**src/pss_pkg.sv**
```systemverilog
// Shared constants for the PWM shutdown and steering block
package pss_pkg;

  // ----------------------------------------------------------------
  // Register byte addresses
  // ----------------------------------------------------------------
  localparam logic [11:0] ADDR_SHUTDOWN = 12'h000;
  localparam logic [11:0] ADDR_RESTART  = 12'h004;
  localparam logic [11:0] ADDR_STEERING = 12'h008;
  localparam logic [11:0] ADDR_MODE     = 12'h00c;
  localparam logic [11:0] ADDR_IRQ_STAT = 12'h010;
  localparam logic [11:0] ADDR_IRQ_MASK = 12'h014;

  // ----------------------------------------------------------------
  // Field positions
  // ----------------------------------------------------------------
  localparam int SD_FLAG_BIT   = 7;  // shutdown_active_flag
  localparam int SD_SRC_LSB    = 4;  // shutdown_source_select, 3 bits
  localparam int SD_AC_LSB     = 2;  // ac_shutdown_level, 2 bits
  localparam int SD_BD_LSB     = 0;  // bd_shutdown_level, 2 bits
  localparam int RS_AUTO_BIT   = 7;  // auto_restart_enable
  localparam int RS_DELAY_LSB  = 0;  // dead_delay_count, 7 bits
  localparam int ST_SYNC_BIT   = 4;  // steer_sync
  localparam int ST_EN_LSB     = 0;  // steer_enable_a..d, 4 bits
  localparam int MD_CCP_LSB    = 0;  // ccp_mode_select, 4 bits
  localparam int MD_BRIDGE_LSB = 4;  // bridge_config, 2 bits
  localparam int MD_CSYNC_BIT  = 6;  // comparator_sync
  localparam int IRQ_SD_BIT    = 0;  // Shutdown entered
  localparam int IRQ_RS_BIT    = 1;  // Shutdown left

  // ----------------------------------------------------------------
  // Reset values
  // ----------------------------------------------------------------
  localparam logic [7:0] RST_SHUTDOWN = 8'h00;
  localparam logic [7:0] RST_RESTART  = 8'h00;
  localparam logic [4:0] RST_STEERING = 5'h01;
  localparam logic [6:0] RST_MODE     = 7'h00;
  localparam logic [1:0] RST_IRQ      = 2'h0;

  // ----------------------------------------------------------------
  // Encodings
  // ----------------------------------------------------------------
  localparam logic [1:0] CCP_PWM     = 2'h3;  // Upper mode bits for PWM
  localparam logic [1:0] BR_SINGLE   = 2'h0;
  localparam logic [1:0] BR_FULL_FWD = 2'h1;
  localparam logic [1:0] BR_HALF     = 2'h2;
  localparam logic [1:0] BR_FULL_REV = 2'h3;

endpackage

```
**src/pss_top.sv**
```systemverilog
// PWM output stage: auto-shutdown, restart, dead delay and steering
// Notes on behaviour
// - Source select 000 disables; bits pick comparator 1, comparator 2, low pin.
// - In shutdown a/c pins go low, high, or tri-state by their level field.
// - In shutdown b/d pins go low, high, or tri-state by their level field.
// - With the shutdown flag clear outputs run normally without override.
// - With auto restart on, the flag clears once the source goes away.
// - Each inactive-to-active edge waits dead_delay_count sys_clk cycles.
// - Steering changes apply at period start if synced, else next cycle.
// - Steered pin carries PWM with mode polarity; unsteered pin is a port pin.
// - Steering counts only in PWM mode with bridge_config 00.
// - With comparator sync, comparator shutdown waits for the Timer1 tick.
// - Reset clears control bits except steer_enable_a; steering bits 7-5 read 0.
// - Mode low bits pick active-low per a/c pair and per b/d pair.
// - Bridge config picks single, full forward, half with dead band, full reverse.
`timescale 1ns/1ps
module pss_top #(
  parameter int DELAY_W = 7
) (
  input  wire logic        sys_clk,
  input  wire logic        sys_rst,
  input  wire logic        psel,
  input  wire logic        penable,
  input  wire logic        pwrite,
  input  wire logic [11:0] paddr,
  input  wire logic [31:0] pwdata,
  output logic [31:0]      prdata,
  output logic             pready,
  output logic             pslverr,
  input  wire logic        pwm_in,
  input  wire logic        period_start,
  input  wire logic        timer1_tick,
  input  wire logic        cmp1_in,
  input  wire logic        cmp2_in,
  input  wire logic        ext_irq_pin,
  input  wire logic [3:0]  port_data,
  input  wire logic [3:0]  port_oe_n,
  output logic [3:0]       pwm_out,
  output logic [3:0]       pwm_oe_n,
  output logic             irq
);

  // ----------------------------------------------------------------
  // Register bus
  // ----------------------------------------------------------------
  logic [7:0]         sd_ctl_q;
  logic [7:0]         rs_ctl_q;
  logic [4:0]         st_ctl_q;
  logic [6:0]         mode_q;
  logic [1:0]         ist_q;
  logic [1:0]         imask_q;
  logic [31:0]        prdata_q;
  logic               sd_d;
  logic               sd_q;
  logic               wr_en;
  logic               rd_done;
  logic               mapped;
  logic [1:0]         ev;

  assign wr_en   = psel & penable & pwrite;
  assign rd_done = psel & penable & ~pwrite;
  assign pready  = 1'b1;  // Zero wait states
  assign mapped  = (paddr == pss_pkg::ADDR_SHUTDOWN) | (paddr == pss_pkg::ADDR_RESTART) |
                   (paddr == pss_pkg::ADDR_STEERING) | (paddr == pss_pkg::ADDR_MODE) |
                   (paddr == pss_pkg::ADDR_IRQ_STAT) | (paddr == pss_pkg::ADDR_IRQ_MASK);
  assign pslverr = psel & penable & ~mapped;
  assign prdata  = prdata_q;

  // Read data captured in the setup cycle, presented in the access cycle
  always_ff @(posedge sys_clk or posedge sys_rst)
    if (sys_rst)
      prdata_q <= 32'h0000_0000;
    else if (psel & ~penable)
      case (paddr)
        pss_pkg::ADDR_SHUTDOWN: prdata_q <= {24'h00_0000, sd_q, sd_ctl_q[6:0]};
        pss_pkg::ADDR_RESTART:  prdata_q <= {24'h00_0000, rs_ctl_q};
        pss_pkg::ADDR_STEERING: prdata_q <= {27'h000_0000, st_ctl_q};
        pss_pkg::ADDR_MODE:     prdata_q <= {25'h000_0000, mode_q};
        pss_pkg::ADDR_IRQ_STAT: prdata_q <= {30'h0000_0000, ist_q | ev}; // Same-edge event kept
        pss_pkg::ADDR_IRQ_MASK: prdata_q <= {30'h0000_0000, imask_q};
        default:                prdata_q <= 32'h0000_0000;
      endcase

  // Control registers; the flag bit of sd_ctl_q is unused, sd_q holds it
  always_ff @(posedge sys_clk or posedge sys_rst)
    if (sys_rst)
    begin
      sd_ctl_q <= pss_pkg::RST_SHUTDOWN;
      rs_ctl_q <= pss_pkg::RST_RESTART;
      st_ctl_q <= pss_pkg::RST_STEERING;
      mode_q   <= pss_pkg::RST_MODE;
      imask_q  <= pss_pkg::RST_IRQ;
    end
    else if (wr_en)
      case (paddr)
        pss_pkg::ADDR_SHUTDOWN: sd_ctl_q <= {1'b0, pwdata[6:0]};
        pss_pkg::ADDR_RESTART:  rs_ctl_q <= pwdata[7:0];
        pss_pkg::ADDR_STEERING: st_ctl_q <= pwdata[4:0];
        pss_pkg::ADDR_MODE:     mode_q   <= pwdata[6:0];
        pss_pkg::ADDR_IRQ_MASK: imask_q  <= pwdata[1:0];
        default:                ;
      endcase

  // Field aliases
  logic [2:0]         src_sel;
  logic [1:0]         ac_lvl;
  logic [1:0]         bd_lvl;
  logic               auto_rs;
  logic [DELAY_W-1:0] dly_cnt;
  logic [1:0]         bridge;
  logic               pwm_mode;
  logic               csync;
  assign src_sel  = sd_ctl_q[pss_pkg::SD_SRC_LSB +: 3];
  assign ac_lvl   = sd_ctl_q[pss_pkg::SD_AC_LSB +: 2];
  assign bd_lvl   = sd_ctl_q[pss_pkg::SD_BD_LSB +: 2];
  assign auto_rs  = rs_ctl_q[pss_pkg::RS_AUTO_BIT];
  assign dly_cnt  = rs_ctl_q[pss_pkg::RS_DELAY_LSB +: DELAY_W];
  assign bridge   = mode_q[pss_pkg::MD_BRIDGE_LSB +: 2];
  assign pwm_mode = (mode_q[pss_pkg::MD_CCP_LSB + 2 +: 2] == pss_pkg::CCP_PWM);
  assign csync    = mode_q[pss_pkg::MD_CSYNC_BIT];

  // ----------------------------------------------------------------
  // Shutdown sources
  // ----------------------------------------------------------------
  // Pins pass three flops; a level counts once stages two and three agree
  logic [2:0] s1_q;
  logic [2:0] s2_q;
  logic [2:0] s3_q;
  logic [2:0] lvl_q;
  logic [1:0] cmp_t1_q;
  logic [2:0] src_vec;
  logic       src;

  always_ff @(posedge sys_clk or posedge sys_rst)
    if (sys_rst)
    begin
      s1_q  <= 3'h4;
      s2_q  <= 3'h4;
      s3_q  <= 3'h4;
      lvl_q <= 3'h4;  // External pin idles high
    end
    else
    begin
      s1_q  <= {ext_irq_pin, cmp2_in, cmp1_in};
      s2_q  <= s1_q;
      s3_q  <= s2_q;
      lvl_q <= (s2_q & s3_q) | (lvl_q & (s2_q ^ s3_q));
    end

  // Comparator levels resampled on the Timer1 tick
  always_ff @(posedge sys_clk or posedge sys_rst)
    if (sys_rst)
      cmp_t1_q <= 2'h0;
    else if (timer1_tick)
      cmp_t1_q <= lvl_q[1:0];

  // Each select bit enables one source, so 000 means none
  assign src_vec = {~lvl_q[2], (csync ? cmp_t1_q : lvl_q[1:0])};
  assign src     = |(src_sel & src_vec);

  // ----------------------------------------------------------------
  // Shutdown flag and restart
  // ----------------------------------------------------------------
  logic sw_wr_sd;
  assign sw_wr_sd = wr_en & (paddr == pss_pkg::ADDR_SHUTDOWN);

  // A live source always wins over a software or automatic clear
  always_comb
  begin
    sd_d = sd_q;
    if (auto_rs & ~src)
      sd_d = 1'b0;
    if (sw_wr_sd)
      sd_d = pwdata[pss_pkg::SD_FLAG_BIT];
    if (src)
      sd_d = 1'b1;
  end

  always_ff @(posedge sys_clk or posedge sys_rst)
    if (sys_rst)
      sd_q <= 1'b0;
    else
      sd_q <= sd_d;

  // Sticky events cleared by status read; a new event beats the clear
  assign ev = {sd_q & ~sd_d, sd_d & ~sd_q};
  always_ff @(posedge sys_clk or posedge sys_rst)
    if (sys_rst)
      ist_q <= pss_pkg::RST_IRQ;
    else if (rd_done & (paddr == pss_pkg::ADDR_IRQ_STAT))
      ist_q <= ev;
    else
      ist_q <= ist_q | ev;

  assign irq = |(ist_q & imask_q);

  // ----------------------------------------------------------------
  // Steering and bridge decode
  // ----------------------------------------------------------------
  logic [3:0] str_eff_q;
  always_ff @(posedge sys_clk or posedge sys_rst)
    if (sys_rst)
      str_eff_q <= pss_pkg::RST_STEERING[3:0];
    else if (~st_ctl_q[pss_pkg::ST_SYNC_BIT] | period_start)
      str_eff_q <= st_ctl_q[pss_pkg::ST_EN_LSB +: 4];

  // Desired active state and pin ownership per pin, index 0 is pin a
  logic [3:0] act;
  logic [3:0] own;
  always_comb
  begin
    act = 4'h0;
    own = 4'h0;
    case (bridge)
      pss_pkg::BR_SINGLE:
      begin
        act = {4{pwm_in}};
        own = str_eff_q;
      end
      pss_pkg::BR_FULL_FWD:
      begin
        act = {pwm_in, 3'b001};
        own = 4'hf;
      end
      pss_pkg::BR_HALF:
      begin
        act = {2'b00, ~pwm_in, pwm_in};
        own = 4'h3;
      end
      pss_pkg::BR_FULL_REV:
      begin
        act = {1'b0, 1'b1, pwm_in, 1'b0};
        own = 4'hf;
      end
      default:
      begin
        act = 4'h0;
        own = 4'h0;
      end
    endcase
    if (~pwm_mode)
      own = 4'h0;
  end

  // ----------------------------------------------------------------
  // Per-pin dead delay and output drive
  // ----------------------------------------------------------------
  logic [DELAY_W-1:0] cnt_q [4];
  logic [3:0]         dly_q;

  genvar gi;
  generate
    for (gi = 0; gi < 4; gi++)
    begin : g_pin
      logic [1:0] sd_lvl;
      logic       pol_low;
      assign sd_lvl  = (gi % 2 == 0) ? ac_lvl : bd_lvl;
      assign pol_low = (gi % 2 == 0) ? mode_q[pss_pkg::MD_CCP_LSB + 1]
                                     : mode_q[pss_pkg::MD_CCP_LSB];

      // Only the rising edge waits; falling edges pass at once
      always_ff @(posedge sys_clk or posedge sys_rst)
        if (sys_rst)
        begin
          cnt_q[gi] <= '0;
          dly_q[gi] <= 1'b0;
        end
        else if (~act[gi])
        begin
          cnt_q[gi] <= '0;
          dly_q[gi] <= 1'b0;
        end
        else if (~dly_q[gi])
        begin
          cnt_q[gi] <= cnt_q[gi] + 1'b1;
          dly_q[gi] <= (cnt_q[gi] >= dly_cnt);
        end

      // Registered pins: shutdown override, then PWM, then port control
      always_ff @(posedge sys_clk or posedge sys_rst)
        if (sys_rst)
        begin
          pwm_out[gi]  <= 1'b0;
          pwm_oe_n[gi] <= 1'b1;
        end
        else if (sd_q)
        begin
          pwm_out[gi]  <= sd_lvl[0] & ~sd_lvl[1];
          pwm_oe_n[gi] <= sd_lvl[1];
        end
        else if (own[gi])
        begin
          pwm_out[gi]  <= dly_q[gi] ^ pol_low;
          pwm_oe_n[gi] <= 1'b0;
        end
        else
        begin
          pwm_out[gi]  <= port_data[gi];
          pwm_oe_n[gi] <= port_oe_n[gi];
        end
    end
  endgenerate

  // ----------------------------------------------------------------
  // Checks
  // ----------------------------------------------------------------
  chk_src_sets_flag: assert property (@(posedge sys_clk) disable iff (sys_rst)
    src |=> sd_q ##1 (pwm_oe_n[0] == ac_lvl[1]))
    else $error("shutdown source did not force shutdown");

  chk_ac_drive_low: assert property (@(posedge sys_clk) disable iff (sys_rst)
    (sd_q && ac_lvl == 2'h0) |=> (pwm_out[0] == 1'b0 && pwm_oe_n[2] == 1'b0))
    else $error("a/c pins not driven low in shutdown");

  chk_bd_drive_high: assert property (@(posedge sys_clk) disable iff (sys_rst)
    (sd_q && bd_lvl == 2'h1) |=> (pwm_out[1] && pwm_out[3] && !pwm_oe_n[3]))
    else $error("b/d pins not driven high in shutdown");

  chk_ac_tristate: assert property (@(posedge sys_clk) disable iff (sys_rst)
    (sd_q && ac_lvl[1]) |=> (pwm_oe_n[0] && pwm_oe_n[2]))
    else $error("a/c pins not released in shutdown");

  chk_auto_restart: assert property (@(posedge sys_clk) disable iff (sys_rst)
    (sd_q && auto_rs && !src && !sw_wr_sd) |=> !sd_q)
    else $error("auto restart did not clear shutdown");

  chk_manual_hold: assert property (@(posedge sys_clk) disable iff (sys_rst)
    (sd_q && !auto_rs && !sw_wr_sd) |=> sd_q)
    else $error("shutdown cleared without software");

  chk_dead_delay: assert property (@(posedge sys_clk) disable iff (sys_rst)
    $rose(dly_q[0]) |-> ($past(cnt_q[0]) >= $past(dly_cnt) && $past(act[0])))
    else $error("active edge came before dead delay");

  chk_steer_sync: assert property (@(posedge sys_clk) disable iff (sys_rst)
    (st_ctl_q[pss_pkg::ST_SYNC_BIT] && !period_start) |=> $stable(str_eff_q))
    else $error("steering changed outside period start");

  chk_no_pwm_mode: assert property (@(posedge sys_clk) disable iff (sys_rst)
    (!pwm_mode && !sd_q) |=> (pwm_oe_n == $past(port_oe_n)))
    else $error("pins not under port control outside PWM mode");

  chk_sync_hold: assert property (@(posedge sys_clk) disable iff (sys_rst)
    (csync && !timer1_tick) |=> $stable(cmp_t1_q))
    else $error("synced comparator changed without Timer1 tick");

endmodule // pss_top

```
**config.mk**
```make
export PLATFORM = sky130hd
export DESIGN_NAME = pss_top
export DESIGN_NICKNAME = d
export VERILOG_FILES = /design/src/pss_pkg.sv /design/src/pss_top.sv
export SDC_FILE = /design/constraint.sdc
export NUM_CORES = 1
export LEC_CHECK = 0
export BUFFER_PORTS_ARGS = -buffer_cell sky130_fd_sc_hd__clkbuf_2
export CAP_MARGIN = 0
export CORE_ASPECT_RATIO = 1.5
export CORE_MARGIN = 4
export CORE_UTILIZATION = 44
export DETAILED_ROUTE_END_ITERATION = 8
export PLACE_DENSITY = 0.66
export SETUP_SLACK_MARGIN = 0.4
export SLEW_MARGIN = 0
export SYNTH_ARGS = -nofsm -noshare
export SYNTH_HDL_FRONTEND = slang
export SYNTH_SLANG_ARGS = --single-unit
export TNS_END_PERCENT = 5
```
**constraint.sdc**
```tcl
create_clock -name sys_clk -period 4.2 [get_ports sys_clk]
set_input_delay 0.42 -clock sys_clk [delete_from_list [all_inputs] [get_ports sys_clk]]
set_output_delay 0.42 -clock sys_clk [all_outputs]
set_load 0.1 [all_outputs]
```
==> results of run 1 <==
state kept, by name (all words and copies together), names as in the netlist, 4 cells and up:
name,flops
mode_q,7
cnt_q,28
pwm_oe_n,4
pwm_out,4
str_eff_q,4
prdata,8
dly_q,4
st_ctl_q,5
sd_ctl_q,7
rs_ctl_q,8
cell families (layout without fill, tap and decap cells):
logic type / Yosys count / after routing / share of synthesized area
xor+xnor: 29 / 29 / 0.04898
fa+ha+maj: 35 / 35 / 0.08444
buf+inv: 58 / 91 / 0.06128
simple gates: 130 / 130 / 0.1325
flops: 98 / 98 / 0.4753
compound gates: 66 / 66 / 0.08975
mux: 50 / 50 / 0.1064
other cells: 2 / 25 / 0.001448
worst paths after layout:
kind	start	to	slack (ns)	cells after the start
worst max-delay path	paddr[9]	pslverr	1.55	5
worst min-delay path	ext_irq_pin	s1_q[2]	0.16	1
worst max register to register	mode_q[5]	dly_q[2]	2.28	5
worst min register to register	s1_q[0]	s2_q[0]	0.35	0
max in group asynchronous	sys_rst	pwm_oe_n[0]	3.01	3
min in group asynchronous	sys_rst	s1_q[0]	0.24	2
cells in the mapped netlist (3+ instances only):
library cell / number / area [um2]
dfrtp_1: 88 / 2202
mux2_2: 41 / 461.7
nor2_1: 38 / 142.6
ha_1: 35 / 437.9
nand2_1: 27 / 101.4
buf_4: 26 / 195.2
inv_1: 18 / 67.56
nand3_1: 15 / 75.07
o21ai_0: 15 / 75.07
xor2_1: 15 / 131.4
xnor2_1: 14 / 122.6
clkbuf_1: 12 / 45.04
a21oi_1: 11 / 55.05
nor2b_1: 11 / 68.82
dfstp_2: 10 / 262.8
mux2i_1: 9 / 90.09
and3_1: 6 / 37.54
nand2b_1: 6 / 37.54
nor3_1: 6 / 30.03
a21o_1: 5 / 37.54
a222oi_1: 5 / 50.05
a211o_1: 4 / 35.03
a31oi_1: 4 / 25.02
nand4b_1: 4 / 35.03
a2111oi_0: 3 / 26.28
and2_1: 3 / 18.77
nand3b_1: 3 / 22.52
o211ai_1: 3 / 22.52
o31ai_1: 3 / 22.52
final cells by class:
cell class	count	area (um2)	area share
clock inverters	3	42.54	0.007343
repair buffers	57	287.8	0.04968
well taps	150	187.7	0.03240
multi-input cells	335	2490	0.4298
clock buffers	13	250.2	0.04320
inverters	18	70.07	0.01210
flip-flops and latches	98	2465	0.4255
placed cells by master, fill, tap and decap left out, types with 17 or more instances in the layout:
cell type,count
clkbuf_2,56
nand2_1,27
inv_1,17
mux2_2,41
nor2_1,38
conb_1,25
dfrtp_1,88
ha_1,35
per-layer routing:
layer  track usage  up-vias  routed length [um]
met4       0.06213        0                 221
met3       0.04703       19                 600
met1        0.1967     1772                4446
li1              -     1705                   -
met2        0.2962       99                5721
met5             0        -                   0
through the flow:
stage                     hold WS (ns)  area (um2)  power, W  cells    util
after floorplan                 0.3312        5273  0.001206    491       -
after global placement          0.3365        5500  0.001231    658  0.4770
after detailed placement        0.3364        5500  0.001237    658  0.4770
after CTS                       0.1451        5793  0.002049    674  0.5024
after global routing            0.1371        5793  0.002112    674  0.5024
final                           0.1557        5793  0.002035    674  0.5024
power groups by stage:
stage | Clock [W] | Combinational [W] | Sequential (W)
CTS | 0.000829 | 0.000230 | 0.000991
finish | 0.000818 | 0.000227 | 0.000990
global route | 0.000871 | 0.000247 | 0.000994
detailed placement | 0 | 0.000229 | 0.00101
global placement | 0 | 0.000224 | 0.00101
floorplan | 0 | 0.000198 | 0.00101
==> flow_metrics.tcl, run 1 <==
set metrics [dict create \
    status "finished clean" \
    post-route-min-period_ns 2.649 \
    slowest_delay_ns 0.59 \
    core_um2 11530 \
    grt_overflow 0 \
    grt_max_degree 71 \
    critPathBufInv 2 \
    fin_ws_ns 1.551 \
    antenna_found_initial 0 \
    seqPwrFrac 0.487 \
    route.detailed.drc 0 \
    worstPathCellList "clkbuf_2, or4_4, nor4_1, a21oi_1, clkbuf_2" \
    hold_violations 0 \
    cpLargestDelayFamily "simple AND/OR/NAND/NOR gates" \
    routabilityCongestion 0.8148 \
    clk_pin_slew_worst_paths_ns 0.06 \
    wirelength_mm 10.99 \
    synth_area_um2 5186 \
    hold_class "primary input to register" \
    fp-row-count 48 \
    ys_seq_area_frac 0.4753 \
    drive_gt1_frac 0.2481 \
    fin_skew_ns 0.006711 \
    p_clk_frac 0.402 \
    rsz0062_at_grt "no" \
    crit_top_cell "clkbuf_2" \
    p_per_area_nw_per_um2 351.2 \
    ant_nets 0 \
    port_buffers 56 \
    ys_ff_latch 98 \
    dp.final_hpwl_mm 8.382 \
    p_comb_frac 0.111 \
    postSynth.asyncResetShare 1.000 \
    cp-start-kind "primary input" \
    fmax_ghz 0.3775 \
    postCtsSetupRepairBufs 0 \
    max_slew_margin 0.4259 \
    netSwitchingFraction 0.2644 \
    hold_buffers 0 \
    p_int_w 0.001497 \
    synth_edf_count 0 \
    ctsHtreeMaxLevel 3 \
    areaGrowthSynthToFinish_pct 11.70 \
    clk_latency_ns 0.34 \
    irDropWorstVdd_uv 171.4 \
    ys_types 51 \
    cts_sinks 98 \
    leakage_nw 2.796 \
    finalMaxSlewViolations 0 \
    grt.total_usage 0.1689 \
    numCtsBuffers 9 \
    setup_viol 0 \
    worstPathArrival_ns 2.23 \
    drtPass1Iterations 5 \
    grt_pass1_wl_mm 18.46 \
    p_switching_w 0.0005381 \
    dr.first_iter.drc_count 147 \
    die_height_um 141.0 \
    tightest_slew_ns 0.8611 \
    first_global_vias 3704 \
    fillCellCount 1052 \
    post_cts_resized 0 \
    yosys_warnings 0 \
    io_pins 106 \
    cp_max_fo 4 \
    avgSynthCellArea_um2 11.08 \
    ys.flop_type "dfrtp_1" \
    dieArea_um2 13620 \
    required_ns 3.78 \
    cts_tree "built" \
    crit_type "primary input to output pin" \
    cp_slowest_cell "nor4_1" \
    fp.dieW_um 96.65 \
    diodes 0 \
    vias 3595 \
    fin_crit_sh 0.6308 \
    via_per_inst 5.334 \
    cts.path.max_buffers 2 \
    synthCells 468 \
    layout.nets 617 \
    wire_per_inst_um 16.30 \
    endpoint_kind "output pin" \
    maxCapViolCount 0 \
    cts-root-buf "clkbuf_16" \
    fin_tns_setup_ns 0 \
    place_ws_ns 1.526 \
    initial_core_util 0.4498 \
]
Power figures use the tool's default switching activity.
==> run 2: changes to the inputs <==
clock period = 2.6 ns   (was 4.2 ns; I/O delays follow)
==> run 2 against run 1 <==
Compared with the run above:
- die area stayed put
- count of clock-buffer cells in the layout down 4
- final cell count up 1.5%
- critical path type unchanged
- largest cell class unchanged
- highest routed layer unchanged
==> flow_metrics.tcl, run 2 (synthesis gave the netlist of run 1 again) <==
set metrics [dict create \
    status "finished clean" \
    dr.first_iter.drc_count 180 \
    finalMaxSlewViolations 0 \
    wirelength_mm 11.40 \
    first_global_vias 3801 \
    use_met2 0.3042 \
    cts_sinks 98 \
    final_cell_mix "88 x dfrtp_1, 56 x clkbuf_2, 41 x mux2_2" \
    diodes 0 \
    maxCapViolCount 0 \
    worstPathCellList "clkbuf_2, or4_4, nor4_1, buf_4, a21oi_1, clkbuf_2" \
    routabilityCongestion 0.8353 \
    route.detailed.drc 0 \
    via_per_inst 5.308 \
    worstPathArrival_ns 1.80 \
    seq_area_um2 2465 \
    drive_gt1_frac 0.2622 \
    fmax_ghz 0.4853 \
    cts.path.max_buffers 2 \
    ctsHtreeMaxLevel 3 \
    setup_viol 0 \
    ant_nets 0 \
    cp_max_fo 4 \
    clk_pin_slew_worst_paths_ns 0.07 \
    p_per_area_nw_per_um2 554.0 \
    fillCellCount 1023 \
    grt_pass1_wl_mm 18.91 \
    leakage_nw 2.841 \
    initial_core_util 0.4498 \
    final_common_cell "dfrtp_1" \
    fin_skew_ns 0.006379 \
    grt.busiest_layer "met2" \
    post_cts_resized 0 \
    tightest_slew_ns 0.6632 \
    fin_tns_setup_ns 0 \
    antenna_found_initial 0 \
    layout.nets 627 \
    cp_slowest_cell "or4_4" \
    dp.final_hpwl_mm 8.636 \
    cp-start-kind "primary input" \
    cpLargestDelayFamily "simple AND/OR/NAND/NOR gates" \
    hold_class "primary input to register" \
    utilization 0.5101 \
    die_height_um 141.0 \
    slowest_delay_ns 0.58 \
    endpoint_kind "output pin" \
    cts_tree "built" \
    max_slew_margin 0.5452 \
    drtPass1Iterations 4 \
    grt_use_met3 0.04059 \
    hold_slack_ns 0.01582 \
    fp-row-count 48 \
    clk_latency_ns 0.35 \
    rsz0062_at_grt "no" \
    critPathBufInv 3 \
    numCtsBuffers 9 \
    hold_violations 0 \
    met1_usage 0.1994 \
    required_ns 2.34 \
    wire_per_inst_um 16.67 \
    cts-root-buf "clkbuf_16" \
    largest_register_ffs 28 \
    irDropWorstVdd_uv 282.2 \
    port_buffers 56 \
    areaGrowthSynthToFinish_pct 13.41 \
    fin_crit_sh 0.7925 \
    final-instance-count-excl-fill 684 \
    io_pins 106 \
    hold_buffers 2 \
    grt_max_degree 53 \
    crit_type "primary input to output pin" \
    top_register "cnt_q" \
    fp.dieW_um 96.65 \
    vias 3631 \
    grt.total_usage 0.1728 \
    postCtsSetupRepairBufs 0 \
    core_um2 11530 \
    place_inst 665 \
    multi_input_area_um2 2490 \
    crit_top_cell "clkbuf_2" \
    post-route-min-period_ns 2.060 \
    dieArea_um2 13620 \
    grt_overflow 0 \
]
[run 2: cell types whose count changed in the layout (fill, tap and decap cells not counted)]
cell           change
buf_12             +1
buf_4              +6
bufinv_16          -1
clkbuf_1           -3
clkbuf_8           -1
clkinv_2           -1
clkinv_4           +2
clkinvlp_4         +1
dlygate4sd3_1      +3
inv_4              -1
inv_6              +4
[run 2: power by group]
group	internal, W	switching (W)	total [W]
Sequential	0.00156	0.0000349	0.00160
Combinational	0.0000873	0.000290	0.000377
Clock	0.000666	0.000616	0.00128
[run 2: through the flow]
| step | total power, W | setup slack (ns) | instance area (um2) |
|---|---|---|---|
| 6_report | 0.003259 | 0.5396 | 5882 |
| 5_1_grt | 0.003381 | 0.4737 | 5882 |
| 4_1_cts | 0.003291 | 0.5296 | 5872 |
| 3_5_place_dp | 0.002005 | 0.3166 | 5567 |
| 3_3_place_gp | 0.001994 | 0.3234 | 5567 |
| 2_1_floorplan | 0.001949 | 0.2023 | 5276 |
[run 2: layout make-up]
| class | count | area share |
|---|---|---|
| sequential | 98 | 0.4191 |
| timing repair buffer | 67 | 0.06509 |
| multi-input combinational | 335 | 0.4233 |
| inverter | 18 | 0.01213 |
| tap | 150 | 0.03191 |
| clock buffer | 9 | 0.03829 |
| clock inverter | 7 | 0.01021 |
[run 2: worst paths after layout]
check | start | end | slack [ns] | depth (start not counted)
setup / recovery | paddr[9] | pslverr | 0.54 | 6
hold / removal | cmp2_in | s1_q[1] | 0.02 | 1
setup reg to reg | rs_ctl_q[5] | dly_q[3] | 0.74 | 5
hold reg to reg | s1_q[0] | s2_q[0] | 0.35 | 0
max in group asynchronous | sys_rst | lvl_q[2] | 1.34 | 4
min in group asynchronous | sys_rst | sd_ctl_q[5] | 0.52 | 3
[run 2: routing by layer]
metal | share of wire | vias to the layer above
met4 | 0.036 | 0
met5 | 0 | -
met3 | 0.045 | 31
met1 | 0.40 | 1790
li1 | - | 1714
met2 | 0.52 | 96
[run 2: worst reg2reg max path, cell delays in order, from the launching register on]
cell and delay [ns]:
dfrtp_1 0.40, inv_1 0.18, ha_1 0.28, a2111oi_0 0.59
a211o_1 0.23, a31oi_1 0.04
==> run 3: changes to the inputs <==
PLACE_DENSITY = 0.69   (was 0.66)
clock period = 1.7 ns   (was 2.6 ns; I/O delays follow)
==> run 3 against run 2 <==
Compared with the run above:
- clock skew increased by 0.00071 ns
- the flow now finishes with violations (setup timing)
- highest routed layer unchanged
- critical path depth rose by 1
- clock power grew 55%
==> flow_metrics.tcl, run 3 (synthesis gave the netlist of run 1 again) <==
set metrics [dict create \
    status "complete, but fails checks" \
    violations "setup timing" \
    p_per_area_nw_per_um2 755.5 \
    fin_ws_ns -0.08965 \
    clk_pin_slew_worst_paths_ns 0.06 \
    io_pins 106 \
    fmax_ghz 0.5588 \
    fp-row-count 48 \
    setup_viol 12 \
    cts.path.max_buffers 2 \
    post-route-min-period_ns 1.790 \
    clk_latency_ns 0.33 \
    place_inst 698 \
    dieArea_um2 13620 \
    areaGrowthSynthToFinish_pct 30.18 \
    endpoint_kind "output pin" \
    die_height_um 141.0 \
    rsz0062_at_grt "yes" \
    fin_tns_setup_ns -0.3606 \
    via_per_inst 5.373 \
    finalInstanceArea_um2 6751 \
    hold_violations 0 \
    dr.first_iter.drc_count 154 \
    layout.nets 665 \
    finalMaxSlewViolations 0 \
    grt_pass1_wl_mm 20.69 \
    largest_register_ffs 28 \
    grt_max_degree 99 \
    top_register "cnt_q" \
    crit_type "primary input to output pin" \
    drtPass1Iterations 4 \
    cp-start-kind "primary input" \
    vias 3879 \
    maxCapViolCount 0 \
    core_um2 11530 \
    initial_core_util 0.4498 \
    irDropWorstVdd_uv 628.9 \
    leakage_nw 3.111 \
    cts-root-buf "clkbuf_16" \
    fillCellCount 941 \
    slowest_delay_ns 0.59 \
    fin_crit_sh 1.053 \
    cts_tree "built" \
    grt.total_usage 0.1877 \
    met1_usage 0.2215 \
    route.detailed.drc 0 \
    antenna_found_initial 0 \
    use_met2 0.3377 \
    fp.dieW_um 96.65 \
    drive_gt1_frac 0.4161 \
    place_area_um2 5898 \
    routabilityCongestion 0.8613 \
    dp.final_hpwl_mm 8.910 \
    numCtsBuffers 9 \
    crit_top_cell "buf_4" \
    first_global_vias 4098 \
    cp_slowest_cell "or4_4" \
    required_ns 1.53 \
    max_slew_margin 0.6417 \
    worstPathArrival_ns 1.62 \
    hold_class "primary input to register" \
    critPathBufInv 4 \
    tightest_slew_ns 0.5397 \
    wire_per_inst_um 17.27 \
    grt.busiest_layer "met2" \
    ctsHtreeMaxLevel 3 \
    cpLargestDelayFamily "simple AND/OR/NAND/NOR gates" \
    cp_max_fo 4 \
    final-instance-count-excl-fill 722 \
    final_common_cell "dfrtp_1" \
    worstPathCellList "clkbuf_2, or4_4, nor4_4, buf_4, buf_4, a21oi_2, buf_12" \
    port_buffers 56 \
    final_cell_mix "82 x dfrtp_1, 39 x clkbuf_2, 38 x buf_4" \
    wirelength_mm 12.47 \
    cts_sinks 98 \
    grt_overflow 0 \
    fin_skew_ns 0.007093 \
    ant_nets 0 \
    diodes 0 \
    grt_use_met3 0.02921 \
]
-- run 3: changes by cell type in the layout (fill, tap and decap cells not counted), sizes merged --
cell	previous run	this run
clkinv	2	1
buf	8	49
bufinv	0	1
inv	21	17
dlygate4sd3	3	4
-- run 3: through the flow --
step           power, W  utilization  setup WS (ns)  hold WS [ns]
2_1_floorplan  0.002985            -        -0.2185        0.1745
3_3_place_gp   0.003092       0.5115        -0.2993        0.2625
3_5_place_dp   0.003106       0.5115        -0.3309        0.2601
4_1_cts        0.005115       0.5707       -0.06955       0.02521
5_1_grt        0.005291       0.5855        -0.1500       0.03827
6_report       0.005101       0.5855       -0.08965       0.03218
-- run 3: where the power goes --
group | switching, W | internal (W) | total (W)
logic | 0.000472 | 0.000189 | 0.000662
clock network | 0.000847 | 0.00114 | 0.00199
registers | 0.0000564 | 0.00239 | 0.00245
-- run 3: layout make-up --
cell class	count	area, um2	area share
Clock buffer	13	240.2	0.03558
Inverter	18	76.32	0.01130
Clock inverter	3	42.54	0.006301
Sequential cell	98	2472	0.3662
Multi-Input combinational cell	335	2940	0.4355
Tap cell	150	187.7	0.02780
Timing Repair Buffer	105	792.0	0.1173
-- run 3: timing repair --
action	CTS	global route
setup buffers	4	0
endpoints found under the setup margin	69	71
hold buffers	4	0
gates resized for setup	87	33
endpoints found under the hold margin	16	0
pin swaps	43	45
-- run 3: worst reg2reg max path, stage by stage (launching register included) --
cell and delay (ns):
dfrtp_1 0.39, mux2_2 0.35, a221o_1 0.31, a31oi_2 0.19
buf_4 0.14, o211ai_1 0.11, a31oi_1 0.15
-- run 3: metal layers --
layer	vias up	wire length (um)
met2	105	6787
met1	1949	4796
met5	-	0
li1	1800	-
met3	25	509
met4	0	377
-- run 3: path summary, 6_finish.rpt --
| path | start | endpoint | slack (ns) | cells after the start |
|---|---|---|---|---|
| setup reg to reg | mode_q[6] | prdata[1] | -0.02 | 6 |
| min in group asynchronous | sys_rst | prdata[1] | 0.52 | 4 |
| max in group asynchronous | sys_rst | dly_q[3] | 0.74 | 4 |
| setup / recovery | paddr[9] | pslverr | -0.09 | 7 |
| hold / removal | port_oe_n[0] | pwm_oe_n[0] | 0.03 | 3 |
| hold reg to reg | s1_q[0] | s2_q[0] | 0.35 | 0 |
